File: src/pkg/cdd_pkg.sv
// cdd_pkg: constants, enumerations and register map of the discovery control
// assumes one 20 MHz pclk domain and register access over APB
// ============================================================
// package body
package cdd_pkg;
  // timing
  localparam int CLK_HZ = 20_000_000;
  localparam int RETRY_UNIT_MS = 10;
  localparam int RETRY_UNIT_CYCLES = RETRY_UNIT_MS * (CLK_HZ / 1000);
  // register offsets (byte addresses)
  localparam logic [7:0] OFS_CTRL = 8'h00;
  localparam logic [7:0] OFS_PROFILE = 8'h04;
  localparam logic [7:0] OFS_RETRY = 8'h08;
  localparam logic [7:0] OFS_DISC = 8'h0C;
  localparam logic [7:0] OFS_THRESH = 8'h10;
  localparam logic [7:0] OFS_STATUS = 8'h14;
  // field positions
  localparam int CTRL_START = 0;
  localparam int CTRL_DET = 1;
  localparam int CTRL_TRACE = 2;
  localparam int CTRL_TECH = 3;
  localparam int RETRY_PERIOD_LSB = 0;
  localparam int RETRY_COUNT_LSB = 8;
  localparam int STAT_STATE_LSB = 0;
  localparam int STAT_RETRY_LSB = 8;
  localparam int STAT_CMD = 16;
  localparam int STAT_NTF = 17;
  localparam int TRACE_RSVD_BIT = 15;
  // values after reset
  localparam logic [2:0] RST_TECH_EN = 3'h7;
  localparam logic [7:0] RST_PROFILE = 8'h00;
  localparam logic [7:0] RST_RETRY_PERIOD = 8'h05;
  localparam logic [7:0] RST_RETRY_COUNT = 8'h03;
  localparam logic [7:0] RST_DISC_PERIOD = 8'h1E;
  localparam logic [15:0] RST_THRESH = 16'h0010;
  // codes
  localparam logic [7:0] PAY_PROFILE = 8'h01;
  localparam logic [3:0] TRACE_GID = 4'hF;
  localparam logic [7:0] TRACE_OID = 8'h13;
  localparam logic [1:0] TECH_A = 2'h0;
  localparam logic [1:0] TECH_B = 2'h1;
  // ============================================================
  // enumerations
  typedef enum logic [3:0] {
    ST_IDLE, ST_LP_WAIT, ST_MEAS, ST_TD_START, ST_CMD, ST_RSP, ST_END,
    ST_TD_WAIT, ST_ACTIVE, ST_NTF
  } cdd_state_e;
  typedef enum logic [2:0] {
    PH_WUP, PH_ACT, PH_HALT, PH_OTHER, PH_REACT, PH_ISODEP, PH_OFF, PH_PULSE
  } cdd_phase_e;
  typedef enum logic [2:0] {
    OP_REQ, OP_WUP, OP_ACT, OP_HALT, OP_REACT, OP_ISODEP, OP_FIELD_OFF,
    OP_DET_PULSE
  } cdd_op_e;
  typedef enum logic [2:0] {
    RSP_NONE, RSP_CARD, RSP_COLL, RSP_OK, RSP_FAIL
  } cdd_rsp_e;
  typedef enum logic [2:0] {
    NTF_NONE, NTF_TRACE, NTF_GEN_ERR, NTF_INTF_ERR, NTF_INTF_ACT, NTF_DEACT
  } cdd_ntf_e;
endpackage : cdd_pkg

File: src/cdd_discovery_ctrl.sv
// cdd_discovery_ctrl: detector retry loop, trace notice and payment polling
// assumes an RF layer on pclk answering commands, and a host message framer
module cdd_discovery_ctrl #(
  parameter int TICK_CYCLES = cdd_pkg::RETRY_UNIT_CYCLES,
  parameter logic [7:0] COLLISION_STATUS = 8'h01,
  parameter logic [7:0] ACT_FAIL_STATUS = 8'h02,
  parameter logic [7:0] LINK_LOSS_REASON = 8'h03
) (
  input wire logic pclk,
  input wire logic presetn,
  input wire logic ce,
  input wire logic psel,
  input wire logic penable,
  input wire logic pwrite,
  input wire logic [7:0] paddr,
  input wire logic [31:0] pwdata,
  output logic [31:0] prdata,
  output logic pready,
  output logic pslverr,
  input wire logic meas_valid,
  input wire logic [15:0] meas_value,
  input wire logic [15:0] ref_value,
  output logic rf_cmd_valid,
  output cdd_pkg::cdd_op_e rf_cmd_op,
  output logic [1:0] rf_cmd_tech,
  input wire logic rf_cmd_ready,
  input wire logic rf_rsp_valid,
  input wire cdd_pkg::cdd_rsp_e rf_rsp,
  input wire logic rf_link_err,
  input wire logic host_deact_req,
  output logic ntf_valid,
  output cdd_pkg::cdd_ntf_e ntf_kind,
  output logic [3:0] ntf_gid,
  output logic [7:0] ntf_oid,
  output logic [7:0] ntf_status,
  output logic [31:0] ntf_payload,
  input wire logic ntf_ready
);
  import cdd_pkg::*;
  typedef struct packed {
    cdd_state_e st;
    cdd_state_e ret;
    cdd_phase_e ph;
    logic [1:0] tech;
    logic [7:0] retries;
    logic det_en;
    logic trace_en;
    logic [2:0] tech_en;
    logic [7:0] profile;
    logic [7:0] rperiod;
    logic [7:0] rcount;
    logic [7:0] dperiod;
    logic [15:0] thresh;
    logic cmd_valid;
    cdd_op_e op;
    logic [1:0] ctech;
    logic ntf_valid;
    cdd_ntf_e kind;
    logic [3:0] gid;
    logic [7:0] oid;
    logic [7:0] nstat;
    logic [31:0] payload;
    logic [31:0] prdata;
    logic slverr;
    logic tmr_start;
    logic [7:0] tmr_units;
  } cdd_core_s;
  cdd_core_s s;
  cdd_core_s next_s;
  logic tmr_done;

  // lowest enabled technology at or above from, as {found, tech}
  function automatic logic [2:0] first_en(input logic [2:0] mask,
                                          input logic [1:0] from);
    first_en = 3'h0;
    for (int i = 2; i >= 0; i--) begin
      if (mask[i] && (2'(i) >= from)) begin
        first_en = {1'b1, 2'(i)};
      end
    end
  endfunction : first_en

  // ============================================================
  // period timer shared by detector pulses and detection cycles
  cdd_tick_timer #(.TICK_CYCLES(TICK_CYCLES)) u_timer (
    .pclk(pclk),
    .presetn(presetn),
    .ce(ce),
    .start(s.tmr_start),
    .units(s.tmr_units),
    .done(tmr_done)
  );

  // ============================================================
  // next state: register file, discovery sequencer, notification queue
  always_comb begin
    logic go;
    logic pay;
    logic trig;
    logic send;
    logic [2:0] nxt;
    logic [2:0] mask;
    logic [15:0] refv;
    logic [15:0] diff;
    cdd_ntf_e skind;
    logic [7:0] sstat;
    logic [31:0] spay;
    next_s = s;
    go = 1'b0;
    send = 1'b0;
    skind = NTF_NONE;
    sstat = 8'h00;
    spay = 32'h00000000;
    next_s.tmr_start = 1'b0;
    pay = (s.profile == PAY_PROFILE);
    // payment polling uses only A and B
    mask = pay ? {1'b0, s.tech_en[1:0]} : s.tech_en;
    refv = {1'b0, ref_value[14:0]};
    diff = (meas_value >= refv) ? meas_value - refv : refv - meas_value;
    trig = (diff > s.thresh);
    nxt = first_en(mask, s.tech + 2'h1);
    // read data is captured in setup so the access phase needs no wait
    if (psel && !penable) begin
      next_s.prdata = 32'h00000000;
      next_s.slverr = 1'b0;
      case (paddr)
        OFS_CTRL: begin
          next_s.prdata[CTRL_DET] = s.det_en;
          next_s.prdata[CTRL_TRACE] = s.trace_en;
          next_s.prdata[CTRL_TECH +: 3] = s.tech_en;
        end
        OFS_PROFILE: next_s.prdata[7:0] = s.profile;
        OFS_RETRY: begin
          next_s.prdata[RETRY_PERIOD_LSB +: 8] = s.rperiod;
          next_s.prdata[RETRY_COUNT_LSB +: 8] = s.rcount;
        end
        OFS_DISC: next_s.prdata[7:0] = s.dperiod;
        OFS_THRESH: next_s.prdata[15:0] = s.thresh;
        OFS_STATUS: begin
          next_s.prdata[STAT_STATE_LSB +: 4] = s.st;
          next_s.prdata[STAT_RETRY_LSB +: 8] = s.retries;
          next_s.prdata[STAT_CMD] = s.cmd_valid;
          next_s.prdata[STAT_NTF] = s.ntf_valid;
        end
        default: next_s.slverr = 1'b1;
      endcase
    end
    // writes take effect at the access edge only
    if (psel && penable && pwrite) begin
      case (paddr)
        OFS_CTRL: begin
          go = pwdata[CTRL_START];
          next_s.det_en = pwdata[CTRL_DET];
          next_s.trace_en = pwdata[CTRL_TRACE];
          next_s.tech_en = pwdata[CTRL_TECH +: 3];
        end
        OFS_PROFILE: next_s.profile = pwdata[7:0];
        OFS_RETRY: begin
          next_s.rperiod = pwdata[RETRY_PERIOD_LSB +: 8];
          next_s.rcount = pwdata[RETRY_COUNT_LSB +: 8];
        end
        OFS_DISC: next_s.dperiod = pwdata[7:0];
        OFS_THRESH: next_s.thresh = pwdata[15:0];
        default: ;
      endcase
    end
    // discovery sequencer
    unique case (s.st)
      ST_IDLE: if (go) next_s.st = s.det_en ? ST_LP_WAIT : ST_TD_START;
      ST_LP_WAIT: if (tmr_done) begin
        next_s.ph = PH_PULSE;
        next_s.st = ST_CMD;
      end
      ST_MEAS: if (meas_valid) begin
        if (trig) begin
          next_s.retries = s.rcount;
          next_s.st = ST_TD_START;
        end else begin
          next_s.st = ST_LP_WAIT;
        end
        if (s.trace_en) begin
          send = 1'b1;
          skind = NTF_TRACE;
          spay = {meas_value, refv};
        end
      end
      ST_TD_START: begin
        nxt = first_en(mask, 2'h0);
        next_s.st = nxt[2] ? ST_CMD : ST_END;
        next_s.ph = PH_WUP;
        next_s.tech = nxt[1:0];
      end
      ST_CMD: if (rf_cmd_ready) begin
        next_s.cmd_valid = 1'b0;
        next_s.st = (s.ph == PH_PULSE) ? ST_MEAS :
                    (s.ph == PH_OFF) ? ST_TD_START : ST_RSP;
      end
      ST_RSP: if (rf_rsp_valid) begin
        next_s.st = ST_CMD;
        unique case (s.ph)
          PH_WUP: begin
            if (rf_rsp == RSP_CARD || (rf_rsp == RSP_COLL && !pay)) begin
              next_s.ph = PH_ACT;
            end else if (rf_rsp == RSP_COLL) begin
              send = 1'b1;
              skind = NTF_GEN_ERR;
              sstat = COLLISION_STATUS;
              next_s.st = ST_END;
            end else if (nxt[2]) begin
              next_s.tech = nxt[1:0];
            end else begin
              next_s.st = ST_END;
            end
          end
          PH_ACT: next_s.ph = pay ? PH_HALT : PH_ISODEP;
          PH_HALT: next_s.ph = PH_OTHER;
          PH_OTHER: begin
            next_s.ph = PH_REACT;
            if (rf_rsp != RSP_NONE) begin
              send = 1'b1;
              skind = NTF_GEN_ERR;
              sstat = COLLISION_STATUS;
              next_s.st = ST_END;
            end
          end
          PH_REACT: next_s.ph = PH_ISODEP;
          PH_ISODEP: if (rf_rsp == RSP_OK) begin
            send = 1'b1;
            skind = NTF_INTF_ACT;
            next_s.st = ST_ACTIVE;
          end
          default: next_s.st = ST_END;
        endcase
        // a failed activation step of a single card
        if (rf_rsp != RSP_OK && (s.ph == PH_ACT || s.ph == PH_REACT ||
            s.ph == PH_ISODEP)) begin
          send = 1'b1;
          skind = NTF_GEN_ERR;
          sstat = ACT_FAIL_STATUS;
          next_s.st = ST_END;
        end
      end
      ST_END: begin
        next_s.st = ST_TD_WAIT;
        if (s.det_en && s.retries == 8'h00) begin
          next_s.st = ST_LP_WAIT;
        end else if (s.det_en) begin
          next_s.retries = s.retries - 8'h01;
        end
      end
      ST_TD_WAIT: if (tmr_done) next_s.st = ST_TD_START;
      ST_ACTIVE: if (rf_link_err) begin
        send = 1'b1;
        if (pay) begin
          skind = NTF_DEACT;
          sstat = LINK_LOSS_REASON;
          next_s.ph = PH_OFF;
          next_s.st = ST_CMD;
        end else begin
          skind = NTF_INTF_ERR;
        end
      end
      ST_NTF: if (ntf_ready) begin
        next_s.ntf_valid = 1'b0;
        next_s.st = s.ret;
      end
    endcase
    // host deactivation to idle overrides everything in flight
    if (host_deact_req) begin
      send = 1'b0;
      next_s.st = ST_IDLE;
      next_s.cmd_valid = 1'b0;
      next_s.ntf_valid = 1'b0;
    end
    // queue one notice; the sequencer resumes where it was headed
    if (send) begin
      next_s.ret = next_s.st;
      next_s.st = ST_NTF;
      next_s.ntf_valid = 1'b1;
      next_s.kind = skind;
      next_s.nstat = sstat;
      next_s.payload = spay;
      next_s.gid = (skind == NTF_TRACE) ? TRACE_GID : 4'h0;
      next_s.oid = (skind == NTF_TRACE) ? TRACE_OID : 8'h00;
    end
    // command issue on entry to the command state
    if (next_s.st == ST_CMD && s.st != ST_CMD) begin
      next_s.cmd_valid = 1'b1;
      next_s.ctech = next_s.tech;
      unique case (next_s.ph)
        PH_WUP: next_s.op = pay ? OP_WUP : OP_REQ;
        PH_ACT: next_s.op = OP_ACT;
        PH_HALT: next_s.op = OP_HALT;
        PH_OTHER: begin
          next_s.op = OP_WUP;
          next_s.ctech = next_s.tech ^ 2'h1;
        end
        PH_REACT: next_s.op = OP_REACT;
        PH_ISODEP: next_s.op = OP_ISODEP;
        PH_OFF: next_s.op = OP_FIELD_OFF;
        PH_PULSE: next_s.op = OP_DET_PULSE;
      endcase
    end
    // wait timer starts on entry; detection waits use retry spacing with detector on
    if (next_s.st != s.st &&
        (next_s.st == ST_LP_WAIT || next_s.st == ST_TD_WAIT)) begin
      next_s.tmr_start = 1'b1;
      next_s.tmr_units = (next_s.st == ST_LP_WAIT || !s.det_en) ?
                         s.dperiod : s.rperiod;
    end
  end

  // state register, frozen while ce is low
  always_ff @(posedge pclk or negedge presetn) begin
    if (!presetn) begin
      s <= '0;
      s.tech_en <= RST_TECH_EN;
      s.profile <= RST_PROFILE;
      s.rperiod <= RST_RETRY_PERIOD;
      s.rcount <= RST_RETRY_COUNT;
      s.dperiod <= RST_DISC_PERIOD;
      s.thresh <= RST_THRESH;
    end else if (ce) begin
      s <= next_s;
    end
  end

  // outputs
  assign pready = ce;
  assign prdata = s.prdata;
  assign pslverr = s.slverr;
  assign rf_cmd_valid = s.cmd_valid;
  assign rf_cmd_op = s.op;
  assign rf_cmd_tech = s.ctech;
  assign ntf_valid = s.ntf_valid;
  assign ntf_kind = s.kind;
  assign ntf_gid = s.gid;
  assign ntf_oid = s.oid;
  assign ntf_status = s.nstat;
  assign ntf_payload = s.payload;

  wire trig_c = ((meas_value >= {1'b0, ref_value[14:0]}) ?
    meas_value - {1'b0, ref_value[14:0]} :
    {1'b0, ref_value[14:0]} - meas_value) > s.thresh;
  wire chk_trig = s.st == ST_MEAS && meas_valid && trig_c && !host_deact_req;
endmodule : cdd_discovery_ctrl

File: src/cdd_tick_timer.sv
// cdd_tick_timer: counts a number of 10 ms steps and pulses done at the end
// assumes start is a one-cycle pulse from the discovery control on pclk
module cdd_tick_timer #(
  parameter int TICK_CYCLES = cdd_pkg::RETRY_UNIT_CYCLES
) (
  input wire logic pclk,
  input wire logic presetn,
  input wire logic ce,
  input wire logic start,
  input wire logic [7:0] units,
  output logic done
);
  import cdd_pkg::*;
  typedef struct packed {
    logic run;
    logic done;
    logic [7:0] left;
    logic [23:0] cyc;
  } cdd_tmr_s;
  cdd_tmr_s s;
  cdd_tmr_s next_s;
  localparam logic [23:0] LAST = 24'(TICK_CYCLES - 1);

  // ============================================================
  // step counter; a zero count ends at once so a zero period never hangs
  always_comb begin
    next_s = s;
    next_s.done = 1'b0;
    if (start) begin
      next_s.run = (units != 8'h00);
      next_s.done = (units == 8'h00);
      next_s.left = units;
      next_s.cyc = 24'h000000;
    end else if (s.run) begin
      if (s.cyc == LAST) begin
        next_s.cyc = 24'h000000;
        next_s.left = s.left - 8'h01;
        if (s.left == 8'h01) begin
          next_s.run = 1'b0;
          next_s.done = 1'b1;
        end
      end else begin
        next_s.cyc = s.cyc + 24'h000001;
      end
    end
  end

  // state register, frozen while ce is low
  always_ff @(posedge pclk or negedge presetn) begin
    if (!presetn) begin
      s <= '0;
    end else if (ce) begin
      s <= next_s;
    end
  end

  assign done = s.done;
endmodule : cdd_tick_timer

File: config.mk
export PLATFORM = sky130hd
export DESIGN_NAME = cdd_discovery_ctrl
export DESIGN_NICKNAME = d
export VERILOG_FILES = /design/src/pkg/cdd_pkg.sv /design/src/cdd_discovery_ctrl.sv /design/src/cdd_tick_timer.sv
export SDC_FILE = /design/constraint.sdc
export NUM_CORES = 1
export LEC_CHECK = 0
export BUFFER_PORTS_ARGS = -buffer_cell sky130_fd_sc_hd__buf_2
export CORE_ASPECT_RATIO = 0.6
export CORE_UTILIZATION = 45
export DETAILED_ROUTE_END_ITERATION = 8
export GPL_TIMING_DRIVEN = 0
export PLACE_DENSITY = 0.66
export SLEW_MARGIN = 20
export SYNTH_ARGS = -nofsm -noshare
export SYNTH_HDL_FRONTEND = slang
export SYNTH_SLANG_ARGS = --single-unit
export TNS_END_PERCENT = 30
File: constraint.sdc
create_clock -name pclk -period 4.4 [get_ports pclk]
set_input_delay 0.22 -clock pclk [delete_from_list [all_inputs] [get_ports pclk]]
set_output_delay 0.22 -clock pclk [all_outputs]
set_load 0.02 [all_outputs]
==> out/metrics.yaml <==
placement:
  preCtsSetupSlack_ns: -1.82
  place.gp.congestion: 0.950
  hpwl_um: 27800
  port_buffers: 138
global_routing:
  grt_pass1_wl_um: 56000
  grt_pass1_vias: 9744
  track_usage_pct: 27.2
  antenna_found_initial: 0
  overflow: 0
  grt_max_degree: 94
synthesis:
  synth_edf_count: 0
  synth_fa_ha_area_share_pct: 5.75
  synthDominantCellAreaShare_pct: 35.0
  yosysUniqueCellTypes: 83
  synthesis.area_um2: 12000
  syn_avg_cell_area_um2: 8.79
  muxShareOfSynthArea_pct: 8.55
  synth_seq_cells: 180
  yosys.area_share.simple_pct: 18.5
  synth_top_family_by_area: "simple AND/OR/NAND/NOR gates"
  yosys-top-cells-area: "dfrtp_1, mux2_2, buf_4"
  synth_compound_area_share_pct: 16.4
  synth-xor-area-share_pct: 2.84
  synth_async_sr_flop_share_pct: 100
  synth_ff_type: "dfrtp_1"
  synth_top_cells_by_count: "nand2_1, dfrtp_1, o21ai_0"
  yosysTopAreaCell: "dfrtp_1"
  seq_area_frac_synth_pct: 37.6
  syn_inst: 1366
  synth.most_common_cell: "nand2_1"
  synth_warnings: 0
routing:
  top_layer: "met4"
  dr_wl_met2_um: 13400
  ant_nets: 0
  wl_met1_um: 18900
  drc_errors: 0
  wl_per_cell_um: 18.9
  viasPerCell: 5.61
  route.met3.wl_um: 3510
  drtPass1Iterations: 6
  via_count: 10800
  totalWireLength_um: 36300
  initialDrtViolationCount: 1145
cts:
  clockBufferDepth: 2
  cts.sink_count: 180
  htree_num_levels: 4
  numCtsBuffers: 17
  cts_tree: "yes"
  clk_pin_slew_ns: 0.07
  cts_root_buffer: "clkbuf_16"
  clock_latency_ns: 0.44
timing:
  fin_hold_ws_ns: 0.0212
  fmax_mhz: 198
  skew_ns: 0.0125
  setup_ws_ns: -0.639
  worst_slew_pin_slew_ns: 0.997
  fin_crit_sh_pct: 115
  hold_viol: 0
  max_slew_margin_pct: 33.4
  setup_viol: 24
  rsz0062_at_grt: "true"
  finalMaxSlewViolations: 0
  finalCriticalPeriod_ns: 5.04
power_and_ir_drop:
  p_leak_nw: 6.91
  powerDensity_nw_per_um2: 358
  worst_ir_drop_vdd_v: 0.000250
setup_path:
  required_ns: 4.73
  cp_slowest_cell: "or4_4"
  critPathLaunchType: "primary input"
  cpMostUsedCell: "a221o_1"
  endpoint_kind: "register"
  worstPathArrival_ns: 5.37
  regToRegEndpoint: "s[7]"
  path_class: "primary input to register"
  reg2reg_slack_ns: 0.37
  r2r.worst_path.cells: 11
  critPathMaxFanout: 10
  critPathTopFamily: "compound AO/OA/AOI/OAI gates"
  crit_buf_inv: 5
  slowest_delay_ns: 0.45
  crit_chain: "buf_12 > inv_12 > ha_4 > inv_4 > fa_2 > a21o_1 > a221o_1 > o21ai_2 > and2_4 > clkbuf_2 > mux2i_2 > a21oi_1 > xnor2_2 > ha_1 > nand4_1 > or4_4 > or2_4 > o31a_1 > a221o_1 > nand3_2 > mux2i_4 > buf_6 > mux2_4"
  worstReg2RegStart: "s[157]"
final_layout:
  regArea_um2: 4520
  synthToLayoutAreaGrowth_pct: 16.7
  multiInputGateArea_um2: 6420
  final_util_pct: 54.5
  drive_above_1_share_pct: 25.2
  nNetsFinal: 1693
  fillers: 2398
  diodes: 0
floorplan:
  start_util_pct: 46.7
  io_pins: 183
  fp-row-count: 45
  design.die.area_um2: 27400
  die_width_um: 213
  core_area_um2: 25700
  die_h_um: 129
outcome:
  status: "finished with violations"
  failed_checks: "setup timing"
min_path:
  min_from: "pwdata[11]"
  hp-class: "primary input to register"
  hold_depth: 2
  min_to: "s[115]"
flow_run:
  maxCapViolCount: 0
flip-flops by register name, summed over array words and instances (netlist names):
signal and flops:
rf_cmd_valid 1, ntf_gid 1, ntf_kind 3, rf_cmd_op 3
pslverr 1, ntf_status 2, ntf_valid 1, u_timer.s 33
rf_cmd_tech 2, u_timer.done 1, ntf_payload 31, s 83
prdata 18
area by class of cell:
cell class,instances,share of cell area [%]
Multi-Input combinational cell,980,45.8
Sequential cell,180,32.2
Buffer,148,6.65
Timing Repair Buffer,153,6.17
Clock buffer,22,3.24
Tap cell,352,3.14
Inverter,72,2.03
Clock inverter,10,0.723
per-stage QoR:
stage	total power, mW	setup TNS [ns]	std cells	area, um^2
floorplan	2.93	-10.94	1391	12200
global placement	3.41	-38.62	1881	13300
detailed placement	3.44	-38.72	1882	13300
CTS	5.04	-13.67	1923	14100
global route	5.29	-16.98	1917	14000
finish	5.03	-12.25	1917	14000
how the worst max path moves through the flow:
| stage | slack [ns] | start | cells after the start | to |
|---|---|---|---|---|
| final | -0.64 | meas_value[0] | 23 | s[4] |
| after global routing | -0.82 | meas_value[0] | 23 | s[4] |
| after CTS | -0.74 | meas_value[0] | 24 | s[4] |
| after detailed placement | -1.82 | meas_value[0] | 23 | s[0] |
| after global placement | -1.83 | meas_value[0] | 23 | s[7] |
| after floorplan | -0.73 | meas_value[0] | 22 | s[0] |
cells by family after synthesis:
kind of cell / count (synthesis)
and+or+nand+nor: 461
AOI/OAI and AO/OA: 313
buffers and inverters: 231
DFF: 180
muxes: 87
adders and majority gates: 54
xor gates and xnor gates: 39
other: 1
worst register-to-register path, delay by kind of cell (launching register included):
family          cells  cell delay [ns]
buf+inv             2             0.56
mux                 1             0.28
compound gates      5             1.50
simple gates        2             0.99
flops               1             0.41
fa+ha+maj           1             0.18
placed cells by master, fill, tap and decap left out, types with 48 or more instances in the layout:
cell | netlist | layout
o21ai_0 | 104 | 95
inv_1 | 71 | 69
dfrtp_1 | 168 | 168
ha_1 | 52 | 48
mux2_2 | 63 | 62
buf_4 | 94 | 105
nor2_1 | 93 | 93
nand3_1 | 52 | 51
nand2_1 | 180 | 180
buf_2 | 3 | 138
a21oi_1 | 76 | 75
power breakdown:
group | leakage (nW) | switching, mW | total [mW] | internal, mW
Clock | 0.262 | 0.709 | 1.51 | 0.803
Sequential | 2.42 | 0.105 | 1.87 | 1.76
Combinational | 4.23 | 1.03 | 1.64 | 0.612
routing by layer:
metal  up-vias  track usage, %
met5         -               0
met1      5180            44.5
met2       474            34.4
met4         0            5.67
met3        29            6.96
li1       5071               -
what timing repair did:
item | in CTS | in global routing
setup endpoints to repair | 25 | 25
pin swaps | 14 | 10
gates resized for setup | 28 | 5
buffers inserted | 14 | 0
hold buffers | 1 | 0
endpoints found under the hold margin | 80 | 0
cloned | 1 | 0
(Power assumes the default switching activity.)
